`config.mk`:
```
export PLATFORM = sky130hd
export DESIGN_NAME = ufm_line_ctrl
export DESIGN_NICKNAME = d
export VERILOG_FILES = /design/src/core/ufm_pkg.sv /design/src/core/ufm_fifo.sv /design/src/core/ufm_line_ctrl.sv
export VERILOG_INCLUDE_DIRS = /design/src /design/src/core
export SDC_FILE = /design/constraint.sdc
export NUM_CORES = 1
export LEC_CHECK = 0
export BUFFER_PORTS_ARGS = -buffer_cell sky130_fd_sc_hd__buf_2
export CORE_UTILIZATION = 51
export DETAILED_ROUTE_END_ITERATION = 12
export PLACE_DENSITY = 0.82
export REMOVE_ABC_BUFFERS = 1
export SLEW_MARGIN = 20
export SYNTH_ARGS = -nofsm -noshare
export SYNTH_HDL_FRONTEND = slang
export SYNTH_SLANG_ARGS = --single-unit
```
`constraint.sdc`:
```
create_clock -name clock -period 3.9 [get_ports clock]
set_clock_uncertainty 0.05 [all_clocks]
set_input_delay 0.78 -clock clock [delete_from_list [all_inputs] [get_ports clock]]
set_output_delay 0.78 -clock clock [all_outputs]
set_load 0.03 [all_outputs]
```
`src/core/ufm_params.svh`:
```
// Constants for the per-channel serial line control block: pin slots,
// frame timing, thresholds and activity-toggle timing.
// Assumes a 200 MHz core clock and a 16x oversampling tick per bit.
`ifndef UFM_PARAMS_SVH
`define UFM_PARAMS_SVH

////////////////////////////////////////////////////////////////////////////////
// GPIO slots with special functions
`define UFM_GPIO_W 10
`define UFM_PIN_CLK 0
`define UFM_PIN_REMOTE_RDY 2
`define UFM_PIN_LOCAL_RDY 3
`define UFM_PIN_CTS 4
`define UFM_PIN_RTS 5
`define UFM_PIN_HDX_B 5
`define UFM_PIN_HDX_A 7

////////////////////////////////////////////////////////////////////////////////
// Receive fill threshold used when the setting is zero
`define UFM_RX_THRESH_RST 10'h1c2

////////////////////////////////////////////////////////////////////////////////
// Bit timing in 16ths of a bit, and frame and data lengths in bits
`define UFM_SUB_MID 4'h7
`define UFM_SUB_LAST 4'hf
`define UFM_IR_BEG3 4'h7
`define UFM_IR_BEG4 4'h6
`define UFM_IR_END 4'h9
`define UFM_FRAME_BITS8 4'ha
`define UFM_FRAME_BITS9 4'hb
`define UFM_DATA_BITS8 4'h8
`define UFM_DATA_BITS9 4'h9

////////////////////////////////////////////////////////////////////////////////
// Transmit queue and activity toggle timing
`define UFM_TXQ_DEPTH 4
`define UFM_WORD_W 9
`define UFM_CLK_PERIOD_NS 5
`define UFM_ACT_PERIOD_NS 100000000
`define UFM_ACT_CYCLES (`UFM_ACT_PERIOD_NS / `UFM_CLK_PERIOD_NS)

`endif

```
`src/core/ufm_pkg.sv`:
```
// Types shared by the line control block: flow modes, FSM states and
// status selectors. Assumes nothing of its surroundings.
package ufm_pkg;

  // Flow control modes; codes 3 and 4 are the two address matching modes
  typedef enum logic [2:0] {
    FLOW_NONE = 3'b000,
    FLOW_RTSCTS = 3'b001,
    FLOW_DTRDSR = 3'b010,
    FLOW_ADDR_FREE = 3'b011,
    FLOW_ADDR_GATED = 3'b100,
    FLOW_SOFT = 3'b101
  } ufm_flow_t;

  typedef enum logic [1:0] {
    TX_IDLE = 2'b00,
    TX_SHIFT = 2'b01,
    TX_HOLD = 2'b10
  } ufm_tx_t;

  typedef enum logic {
    RX_IDLE = 1'b0,
    RX_SHIFT = 1'b1
  } ufm_rx_t;

  // Selectable USB status shown on a status pin
  typedef enum logic [1:0] {
    STAT_SUSPEND = 2'b00,
    STAT_LOWPWR = 2'b01,
    STAT_BUSRST = 2'b10
  } ufm_stat_t;

endpackage : ufm_pkg

```
`src/core/ufm_fifo.sv`:
```
// Small synchronous FIFO with valid/ready on both sides.
// Assumes DEPTH is a power of two; one clock, synchronous reset.
`timescale 1ns/1ps
`default_nettype none

module ufm_fifo #(
  parameter int WIDTH = 9,
  parameter int DEPTH = 4
) (
  input wire logic clock,
  input wire logic reset_n,
  input wire logic [WIDTH-1:0] inData,
  input wire logic inValid,
  output logic inReady,
  output logic [WIDTH-1:0] outData,
  output logic outValid,
  input wire logic outReady
);
  localparam int AW = $clog2(DEPTH);

  logic [WIDTH-1:0] mem [DEPTH];
  logic [AW-1:0] wrPtr;
  logic [AW-1:0] rdPtr;
  logic [AW:0] count;
  logic push;
  logic pop;

  // Full and empty come straight from the count, so both are exact
  assign inReady = count != (AW+1)'(DEPTH);
  assign outValid = count != '0;
  assign outData = mem[rdPtr];
  assign push = inValid & inReady;
  assign pop = outValid & outReady;

  ////////////////////////////////////////////////////////////////////////////
  // Storage; no reset needed on the data words
  always_ff @(posedge clock) begin
    if (push) begin
      mem[wrPtr] <= inData;
    end
  end

  // Pointers and fill count
  always_ff @(posedge clock) begin
    if (!reset_n) begin
      wrPtr <= '0;
      rdPtr <= '0;
      count <= '0;
    end else begin
      if (push) wrPtr <= wrPtr + 1'b1;
      if (pop) rdPtr <= rdPtr + 1'b1;
      count <= count + (AW+1)'(push) - (AW+1)'(pop);
    end
  end

endmodule : ufm_fifo

`default_nettype wire

```
`src/core/ufm_line_ctrl.sv`:
```
// Per-channel serial line control: hardware and software flow control,
// address matching, half-duplex turn-around, IR coding, USB status pins,
// GPIO suspend behaviour and activity toggles.
// Assumes a 16x baud tick from the baud generator, a channel receive FIFO
// that always accepts and reports its fill, and USB state on this clock.
`timescale 1ns/1ps
`include "ufm_params.svh"
`default_nettype none

module ufm_line_ctrl
  import ufm_pkg::*;
#(
  parameter int ACT_CYCLES = `UFM_ACT_CYCLES
) (
  input wire logic clock,
  input wire logic reset_n,
  input wire logic subTick,
  input wire ufm_flow_t flowMode,
  input wire logic halfDuplex,
  input wire logic nineBit,
  input wire logic [9:0] rxThreshold,
  input wire logic [7:0] startCharRegister,
  input wire logic [7:0] stopCharRegister,
  input wire logic rs485Enable,
  input wire logic rs485PinSel,
  input wire logic [3:0] turnaroundDelaySetting,
  input wire logic infraredSetting,
  input wire logic irPulseWide,
  input wire logic irRxInvert,
  input wire logic [8:0] txWord,
  input wire logic txValid,
  output logic txReady,
  output logic [8:0] rxWord,
  output logic rxValid,
  input wire logic [9:0] rxFifoLevel,
  output logic serialTx,
  input wire logic serialRx,
  input wire logic [`UFM_GPIO_W-1:0] gpioIn,
  input wire logic [`UFM_GPIO_W-1:0] gpioOut,
  input wire logic [`UFM_GPIO_W-1:0] gpioOe,
  output logic [`UFM_GPIO_W-1:0] gpioPinOut,
  output logic [`UFM_GPIO_W-1:0] gpioPinOe,
  input wire logic clkOutEnable,
  input wire logic clkOutLevel,
  input wire logic useSuspend,
  input wire logic [`UFM_GPIO_W-1:0] suspendLevel,
  input wire logic [`UFM_GPIO_W-1:0] suspendOpenDrain,
  input wire logic usbSuspended,
  input wire logic usbConfigured,
  input wire logic usbBusReset,
  input wire logic highPowerDevice,
  input wire ufm_stat_t stat1Select,
  input wire logic stat1Invert,
  input wire ufm_stat_t stat2Select,
  input wire logic stat2Invert,
  output logic usbStat1,
  output logic usbStat2,
  output logic txActivityPin,
  output logic rxActivityPin
);

  logic [`UFM_GPIO_W-1:0] gpioMeta;
  logic [`UFM_GPIO_W-1:0] gpioSync;
  logic rxMeta;
  logic rxSync;
  ufm_tx_t txState;
  ufm_rx_t rxState;
  logic [10:0] txShift;
  logic [3:0] txBits;
  logic [3:0] txSub;
  logic [3:0] holdCnt;
  logic [8:0] qData;
  logic qValid;
  logic qReady;
  logic pendValid;
  logic [7:0] pendChar;
  logic stopSent;
  logic softHalt;
  logic addrOpen;
  logic [3:0] irHold;
  logic [3:0] rxSub;
  logic [3:0] rxIdx;
  logic [8:0] rxShift;
  logic rxDone;
  logic [`UFM_GPIO_W-1:0] next_gpioPinOut;
  logic [`UFM_GPIO_W-1:0] next_gpioPinOe;
  logic [1:0] actPin;

  ////////////////////////////////////////////////////////////////////////////
  // Pin synchronisers; the first stage feeds only the second
  always_ff @(posedge clock) begin
    if (!reset_n) begin
      gpioMeta <= '0;
      gpioSync <= '0;
      rxMeta <= 1'b1;
      rxSync <= 1'b1;
    end else begin
      gpioMeta <= gpioIn;
      gpioSync <= gpioMeta;
      rxMeta <= serialRx;
      rxSync <= rxMeta;
    end
  end

  ////////////////////////////////////////////////////////////////////////////
  // Mode decode and flow-control conditions
  logic softMode;
  logic addrMode;
  logic [9:0] rxLimit;
  logic rxFull;
  logic localReadyN;
  logic remoteBusy;
  logic [3:0] dataBits;
  logic suspendCtl;

  assign softMode = flowMode == FLOW_SOFT;
  assign addrMode = (flowMode == FLOW_ADDR_FREE) | (flowMode == FLOW_ADDR_GATED);
  // A zero threshold setting falls back to the power-on level
  assign rxLimit = (rxThreshold == 10'h000) ? `UFM_RX_THRESH_RST : rxThreshold;
  assign rxFull = rxFifoLevel >= rxLimit;
  assign localReadyN = rxFull;
  // Remote ready inputs are active low: high means the far end is full
  assign remoteBusy = ((flowMode == FLOW_RTSCTS) & gpioSync[`UFM_PIN_CTS])
                    | ((flowMode == FLOW_DTRDSR) & gpioSync[`UFM_PIN_REMOTE_RDY]);
  assign dataBits = nineBit ? `UFM_DATA_BITS9 : `UFM_DATA_BITS8;
  assign suspendCtl = usbSuspended & useSuspend;

  ////////////////////////////////////////////////////////////////////////////
  // Transmit queue between the channel FIFO and the shifter
  ufm_fifo #(
    .WIDTH(`UFM_WORD_W),
    .DEPTH(`UFM_TXQ_DEPTH)
  ) txQueue (
    .clock(clock),
    .reset_n(reset_n),
    .inData(txWord),
    .inValid(txValid),
    .inReady(txReady),
    .outData(qData),
    .outValid(qValid),
    .outReady(qReady)
  );

  ////////////////////////////////////////////////////////////////////////////
  // Load selection: a flow character beats queued data, and nothing starts
  // while a character is being shifted, so only a USB suspend cuts a frame
  logic txFree;
  logic sendFlow;
  logic sendData;
  logic [8:0] loadWord;

  assign txFree = txState != TX_SHIFT;
  assign sendFlow = txFree & pendValid & ~usbSuspended;
  assign sendData = txFree & ~pendValid & qValid & ~usbSuspended
                  & ~softHalt
                  & ~remoteBusy
                  & ~((flowMode == FLOW_ADDR_GATED) & ~addrOpen);
  assign qReady = sendData;
  assign loadWord = pendValid ? {1'b0, pendChar} : qData;

  ////////////////////////////////////////////////////////////////////////////
  // Transmit shifter and turn-around hold
  always_ff @(posedge clock) begin
    if (!reset_n) begin
      txState <= TX_IDLE;
      txShift <= 11'h7ff;
      txBits <= 4'h0;
      txSub <= 4'h0;
      holdCnt <= 4'h0;
    end else if (usbSuspended) begin
      txState <= TX_IDLE;
      txShift <= 11'h7ff;
    end else if (sendFlow | sendData) begin
      txState <= TX_SHIFT;
      txShift <= {1'b1, nineBit ? loadWord[8] : 1'b1, loadWord[7:0], 1'b0};
      txBits <= nineBit ? `UFM_FRAME_BITS9 : `UFM_FRAME_BITS8;
      txSub <= 4'h0;
    end else if (subTick) begin
      // Bit times follow the baud tick, so the hold tracks the current rate
      txSub <= txSub + 4'h1;
      unique case (txState)
        TX_IDLE: begin
        end
        TX_SHIFT: begin
          if (txSub == `UFM_SUB_LAST) begin
            txShift <= {1'b1, txShift[10:1]};
            txBits <= txBits - 4'h1;
            if (txBits == 4'h1) begin
              if (rs485Enable && turnaroundDelaySetting != 4'h0) begin
                txState <= TX_HOLD;
                holdCnt <= turnaroundDelaySetting;
              end else begin
                txState <= TX_IDLE;
              end
            end
          end
        end
        TX_HOLD: begin
          if (txSub == `UFM_SUB_LAST) begin
            holdCnt <= holdCnt - 4'h1;
            if (holdCnt == 4'h1) txState <= TX_IDLE;
          end
        end
        default: txState <= TX_IDLE;
      endcase
    end
  end

  ////////////////////////////////////////////////////////////////////////////
  // Serial output; IR idles low and pulses in the middle of zero bits
  logic irWindow;
  logic irPulse;

  assign irWindow = (txSub >= (irPulseWide ? `UFM_IR_BEG4 : `UFM_IR_BEG3))
                  & (txSub <= `UFM_IR_END);
  assign irPulse = (txState == TX_SHIFT) & ~txShift[0] & irWindow;

  always_ff @(posedge clock) begin
    if (!reset_n) begin
      serialTx <= 1'b1;
    end else if (usbSuspended) begin
      serialTx <= 1'b1;
    end else begin
      serialTx <= infraredSetting ? irPulse : txShift[0];
    end
  end

  ////////////////////////////////////////////////////////////////////////////
  // Flow character requests; only one waits at a time so order is kept
  always_ff @(posedge clock) begin
    if (!reset_n) begin
      pendValid <= 1'b0;
      pendChar <= 8'h00;
      stopSent <= 1'b0;
    end else if (sendFlow) begin
      pendValid <= 1'b0;
    end else if (!softMode) begin
      stopSent <= 1'b0;
    end else if (!pendValid) begin
      if (rxFull && !stopSent) begin
        pendValid <= 1'b1;
        pendChar <= stopCharRegister;
        stopSent <= 1'b1;
      end else if (!rxFull && stopSent) begin
        pendValid <= 1'b1;
        pendChar <= startCharRegister;
        stopSent <= 1'b0;
      end
    end
  end

  ////////////////////////////////////////////////////////////////////////////
  // IR receive: stretch each pulse to a full low bit for the receiver
  logic irPin;
  logic rxLine;
  logic rxBlocked;

  assign irPin = rxSync ^ irRxInvert;
  assign rxLine = infraredSetting ? ~(irPin | (irHold != 4'h0)) : rxSync;
  // Suspend also parks the receiver, so the line reads as idle
  assign rxBlocked = usbSuspended | (halfDuplex & (txState == TX_SHIFT));

  always_ff @(posedge clock) begin
    if (!reset_n) begin
      irHold <= 4'h0;
    end else if (infraredSetting && irPin) begin
      irHold <= `UFM_SUB_LAST;
    end else if (subTick && irHold != 4'h0) begin
      irHold <= irHold - 4'h1;
    end
  end

  ////////////////////////////////////////////////////////////////////////////
  // Receive shifter, sampling mid-bit
  always_ff @(posedge clock) begin
    if (!reset_n) begin
      rxState <= RX_IDLE;
      rxSub <= 4'h0;
      rxIdx <= 4'h0;
      rxShift <= 9'h000;
      rxDone <= 1'b0;
    end else begin
      rxDone <= 1'b0;
      if (rxBlocked) begin
        rxState <= RX_IDLE;
      end else begin
        unique case (rxState)
          RX_IDLE: begin
            if (!rxLine) begin
              rxState <= RX_SHIFT;
              rxSub <= 4'h0;
              rxIdx <= 4'h0;
            end
          end
          RX_SHIFT: begin
            if (subTick) begin
              rxSub <= rxSub + 4'h1;
              if (rxSub == `UFM_SUB_MID) begin
                rxIdx <= rxIdx + 4'h1;
                if (rxIdx == 4'h0 && rxLine) begin
                  rxState <= RX_IDLE; // Glitch, not a start bit
                end else if (rxIdx == dataBits + 4'h1) begin
                  rxState <= RX_IDLE;
                  rxDone <= 1'b1;
                end else if (rxIdx != 4'h0) begin
                  rxShift <= {rxLine, rxShift[8:1]};
                end
              end
            end
          end
        endcase
      end
    end
  end

  ////////////////////////////////////////////////////////////////////////////
  // Received character filtering: flow characters and address matching
  logic [8:0] rxGot;
  logic addrFlag;
  logic charMatch;
  logic isStop;
  logic isStart;
  logic keep;

  assign rxGot = nineBit ? rxShift : {1'b0, rxShift[8:1]};
  assign addrFlag = nineBit ? rxGot[8] : rxGot[7];
  assign charMatch = (rxGot[7:0] == startCharRegister) | (rxGot[7:0] == stopCharRegister);
  assign isStop = softMode & (rxGot[7:0] == stopCharRegister);
  assign isStart = softMode & (rxGot[7:0] == startCharRegister);
  // Flow characters are consumed; in address modes matching addresses and data in an open window store
  assign keep = softMode ? ~(isStop | isStart)
              : addrMode ? (addrFlag ? charMatch : addrOpen)
              : 1'b1;

  always_ff @(posedge clock) begin
    if (!reset_n) begin
      rxValid <= 1'b0;
      rxWord <= 9'h000;
    end else begin
      rxValid <= rxDone & keep;
      if (rxDone && keep) rxWord <= rxGot;
    end
  end

  // Halt flag; a stop character wins if both characters are equal
  always_ff @(posedge clock) begin
    if (!reset_n) begin
      softHalt <= 1'b0;
    end else if (rxDone && isStop) begin
      softHalt <= 1'b1;
    end else if ((rxDone && isStart) || !softMode) begin
      softHalt <= 1'b0;
    end
  end

  // Address window; it also gates the transmitter in mode 4
  always_ff @(posedge clock) begin
    if (!reset_n) begin
      addrOpen <= 1'b0;
    end else if (!addrMode) begin
      addrOpen <= 1'b0;
    end else if (rxDone && addrFlag) begin
      addrOpen <= charMatch;
    end
  end

  ////////////////////////////////////////////////////////////////////////////
  // USB status pins
  function automatic logic statusOf(input ufm_stat_t sel);
    unique case (sel)
      STAT_SUSPEND: statusOf = usbSuspended;
      STAT_LOWPWR: statusOf = usbSuspended | (highPowerDevice & ~usbConfigured);
      STAT_BUSRST: statusOf = usbBusReset;
      default: statusOf = 1'b0;
    endcase
  endfunction : statusOf

  always_ff @(posedge clock) begin
    if (!reset_n) begin
      usbStat1 <= 1'b0;
      usbStat2 <= 1'b0;
    end else begin
      usbStat1 <= statusOf(stat1Select) ^ stat1Invert;
      usbStat2 <= statusOf(stat2Select) ^ stat2Invert;
    end
  end

  ////////////////////////////////////////////////////////////////////////////
  // GPIO pin drive: special functions over software values, then suspend
  logic hdxActive;
  logic [3:0] hdxPin;

  assign hdxActive = txState != TX_IDLE;
  assign hdxPin = rs485PinSel ? 4'(`UFM_PIN_HDX_B) : 4'(`UFM_PIN_HDX_A);

  always_comb begin
    next_gpioPinOut = gpioOut;
    next_gpioPinOe = gpioOe;
    if (flowMode == FLOW_RTSCTS) begin
      next_gpioPinOut[`UFM_PIN_RTS] = localReadyN;
      next_gpioPinOe[`UFM_PIN_RTS] = 1'b1;
    end
    if (flowMode == FLOW_DTRDSR) begin
      next_gpioPinOut[`UFM_PIN_LOCAL_RDY] = localReadyN;
      next_gpioPinOe[`UFM_PIN_LOCAL_RDY] = 1'b1;
    end
    if (rs485Enable) begin
      next_gpioPinOut[hdxPin] = hdxActive;
      next_gpioPinOe[hdxPin] = 1'b1;
    end
    if (clkOutEnable) begin
      next_gpioPinOut[`UFM_PIN_CLK] = clkOutLevel;
      next_gpioPinOe[`UFM_PIN_CLK] = 1'b1;
    end
    if (suspendCtl) begin
      // Open-drain pins only pull low, so a high level floats
      next_gpioPinOut = suspendLevel;
      next_gpioPinOe = ~(suspendOpenDrain & suspendLevel);
      if (clkOutEnable) begin
        next_gpioPinOut[`UFM_PIN_CLK] = 1'b0;
        next_gpioPinOe[`UFM_PIN_CLK] = 1'b1;
      end
      if (rs485Enable) begin
        next_gpioPinOut[hdxPin] = 1'b0;
        next_gpioPinOe[hdxPin] = 1'b1;
      end
    end
  end

  // Without suspend control the pins simply freeze while suspended
  always_ff @(posedge clock) begin
    if (!reset_n) begin
      gpioPinOut <= '0;
      gpioPinOe <= '0;
    end else if (!(usbSuspended && !useSuspend)) begin
      gpioPinOut <= next_gpioPinOut;
      gpioPinOe <= next_gpioPinOe;
    end
  end

  ////////////////////////////////////////////////////////////////////////////
  // Activity toggles; the counter keeps its place while the line rests
  logic [1:0] lineActive;

  assign lineActive = {rxState == RX_SHIFT, txState == TX_SHIFT};

  genvar g;
  for (g = 0; g < 2; g++) begin : gAct
    logic [31:0] cnt;
    logic tog;
    always_ff @(posedge clock) begin
      if (!reset_n) begin
        cnt <= 32'h0;
        tog <= 1'b0;
      end else if (lineActive[g]) begin
        if (cnt >= 32'(ACT_CYCLES - 1)) begin
          cnt <= 32'h0;
          tog <= ~tog;
        end else begin
          cnt <= cnt + 32'h1;
        end
      end
    end
    assign actPin[g] = tog;
  end

  assign txActivityPin = actPin[0];
  assign rxActivityPin = actPin[1];

endmodule : ufm_line_ctrl

`default_nettype wire

```
==> reports/results.tsv <==
metric	value	unit
Finished Cell Area	11900	um^2
Psw	1.41	mW
Final period util	90.2	%
first drt pass iteration count	5	
kind of critical path	primary input to register	
die height	143	um
top_reg_cell synth	dfxtp_1	
Sw Share	26.3	%
NumNets Final	1380	
Reg2Reg Depth	11	
status	completed	
detailed-route via count	8155	
crit-path max cell delay	0.57	ns
Comb pwr share	15.2	%
relative slew slack	38.1	%
I/O Pins	163	
Hold EP	rxSync	
CORE AREA	19500	um^2
Avg WL per Cell	15.2	um
total congestion overflow	0	
CTS hold repair buffers	0	
CTS Sinks	209	
worst hold start	rxMeta	
commonest non-fill, non-tap cell in the layout	dfxtp_1	
Avg Cell Area, Syn	9.43	um^2
port bufs	154	
antenna diode count	0	
number of global-route vias before repair	7585	
Initial Utilization	52.2	%
Tightest Pin Transition	0.926	ns
end of the worst register-to-register path	txQueue.count[2]	
total CTS buffers	23	
1st-iter DRT viols	398	
hold depth	1	
RSZ-0062 raised after global routing	no	
cell leakage power	4.90	nW
crit path max fanout	17	
max cap viols	0	
P_int	3.96	mW
Setup WS post-layout	0.382	ns
post-DR vias/cell	5.43	
WP data required	4.26	ns
first-pass GRT wire length	35900	um
GRT Overall Usage	22.0	%
ANT nets after route	0	
DRC Markers	0	
placer congestion estimate	0.887	
HP Class	register to register	
root buffer cell	clkbuf_16	
antenna violations before repair	0	
Worst R2R Setup Slack	1.07	ns
CP bufs+invs	5	
Critical path origin	rxThreshold[4]	
pin count of the biggest net entering global routing	52	
WP data arrival	3.88	ns
Synth warnings	0	
pre-CTS setup slack	-0.231	ns
Synth Instances	1077	
most frequent cells in the layout	173 x dfxtp_1, 171 x nor2_1, 154 x buf_2	
die area	20500	um^2
clock share of power	39.8	%
Seq pwr share	45.1	%
CP Capture Type	register	
Synth Cell Area	10200	um^2
clock edge transition at the registers on the reported setup and hold paths	0.06	ns
number of synthesized flops with an enable pin	36	
Rows	51	
number of synthesized register bits	209	
worst-path cell chain	buf_2 -> or4_1 -> nor4_4 -> buf_4 -> nor2_1 -> ha_1 -> a21o_1 -> a21oi_1 -> o21ai_0 -> a21oi_1 -> buf_4 -> inv_1 -> ha_1 -> nor3_2 -> buf_6 -> nor2_1 -> a211oi_1	
post-synth cell types	73	
routed wire length	22800	um
placed instance area	11100	um^2
share of layout cells above drive strength 1	19.5	%
fmax	284	MHz
Final Max Tran Viols	0	
Power Dens Cells	451	nW/um^2
critical path's slowest cell	or4_1	
Layout area overhead	17.3	%
reg2reg start	txQueue.count[1]	
min Tclk post-route	3.52	ns
Crit path max-delay family	simple AND/OR/NAND/NOR gates	
Fin. Hold Viols	0	
endpoints failing setup	0	
CTS tree	yes	
Async S/R FF share, synth	0	%
Clock Path Buffers	3	
sequential-to-total area share from yosys stat	44.8	%
depth of the CTS H-tree	1	
startpoint types	primary input	
Worst-Skew Late Latency	0.50	ns
Die Wd	143	um
post-DP HPWL	16200	um
peak supply drop	0.000395	V
final cells by class:
class | instances | area [um^2]
Clock buffer | 31 | 637
Clock inverter | 11 | 118
Fill cell | 1593 | 7560
Multi-Input combinational cell | 788 | 5290
Timing Repair Buffer | 167 | 872
Tap cell | 265 | 332
Sequential cell | 209 | 4540
Inverter | 30 | 113
sequential cells by signal, summed over array words and instances, names as in the netlist, 4 cells and up, named ones only:
register and flops:
rxIdx 4, txBits 4, pendChar 8, txShift 10
gpioPinOe 10, txSub 4, gAct.cnt 64, irHold 4
rxSub 4, rxShift 9, rxWord 9, txQueue.mem 36
gpioPinOut 10, holdCnt 4
how the worst max path moves through the flow:
stage                       end  slack [ns]  cells past startpoint
floorplan           pendChar[0]       -0.24                     13
global placement    pendChar[1]       -0.11                     17
detailed placement  pendChar[6]       -0.23                     17
CTS                 pendChar[6]        0.29                     17
global route        pendChar[6]        0.06                     17
finish              pendChar[6]        0.38                     17
layer usage:
metal | up-vias | track usage [%] | routed length (um)
met2 | 278 | 38.5 | 10800
met3 | 36 | 4.06 | 1570
met4 | 0 | 7.30 | 604
met1 | 3774 | 27.3 | 9880
met5 | - | 0 | 0
li1 | 4067 | - | -
power by group through the flow:
stage | Clock (mW) | Combinational (mW) | Sequential, mW
detailed placement | 0 | 0.800 | 2.47
global placement | 0 | 0.771 | 2.46
floorplan | 0 | 0.506 | 2.48
finish | 2.14 | 0.815 | 2.42
CTS | 2.18 | 0.815 | 2.42
global route | 2.27 | 0.906 | 2.44
cells by family (layout without fill, tap and decap cells):
logic type	after synthesis	after routing	share of synthesized area [%]
XOR/XNOR	98	98	8.45
flip-flops	209	209	44.8
multiplexers	68	68	8.16
adder cells (fa/ha/maj)	34	34	4.26
AND/OR/NAND/NOR	427	427	20.5
AO/OA/AOI/OAI	161	161	10.6
buffers and inverters	80	239	3.29
cells in the mapped netlist, drive strengths merged, types with 26 or more instances:
library cell / count / area (um^2)
a21oi: 39 / 199
edfxtp: 36 / 1080
nand2: 78 / 295
dfxtp: 173 / 3460
clkbuf: 31 / 118
mux2i: 51 / 536
xnor2: 40 / 350
o21ai: 38 / 190
inv: 30 / 113
xor2: 58 / 508
nor2: 172 / 648
nand3: 37 / 185
ha: 33 / 413
nor3: 26 / 169
timing repair:
item	in CTS	in global routing
setup buffers	0	0
gates resized for setup	0	3
setup endpoints to repair	0	7
metrics by stage:
step / hold WS [ns] / instances / TNS [ns] / power [mW] / utilization, %
after floorplan: 0.336 / 1027 / -2.02 / 2.99 / -
after global placement: 0.347 / 1459 / -0.842 / 3.23 / 57.2
after detailed placement: 0.346 / 1459 / -1.50 / 3.27 / 57.2
after CTS: 0.356 / 1501 / 0 / 5.42 / 61.1
after global routing: 0.374 / 1501 / 0 / 5.62 / 61.2
final: 0.354 / 1501 / 0 / 5.37 / 61.2
Power figures use the tool's default switching activity.
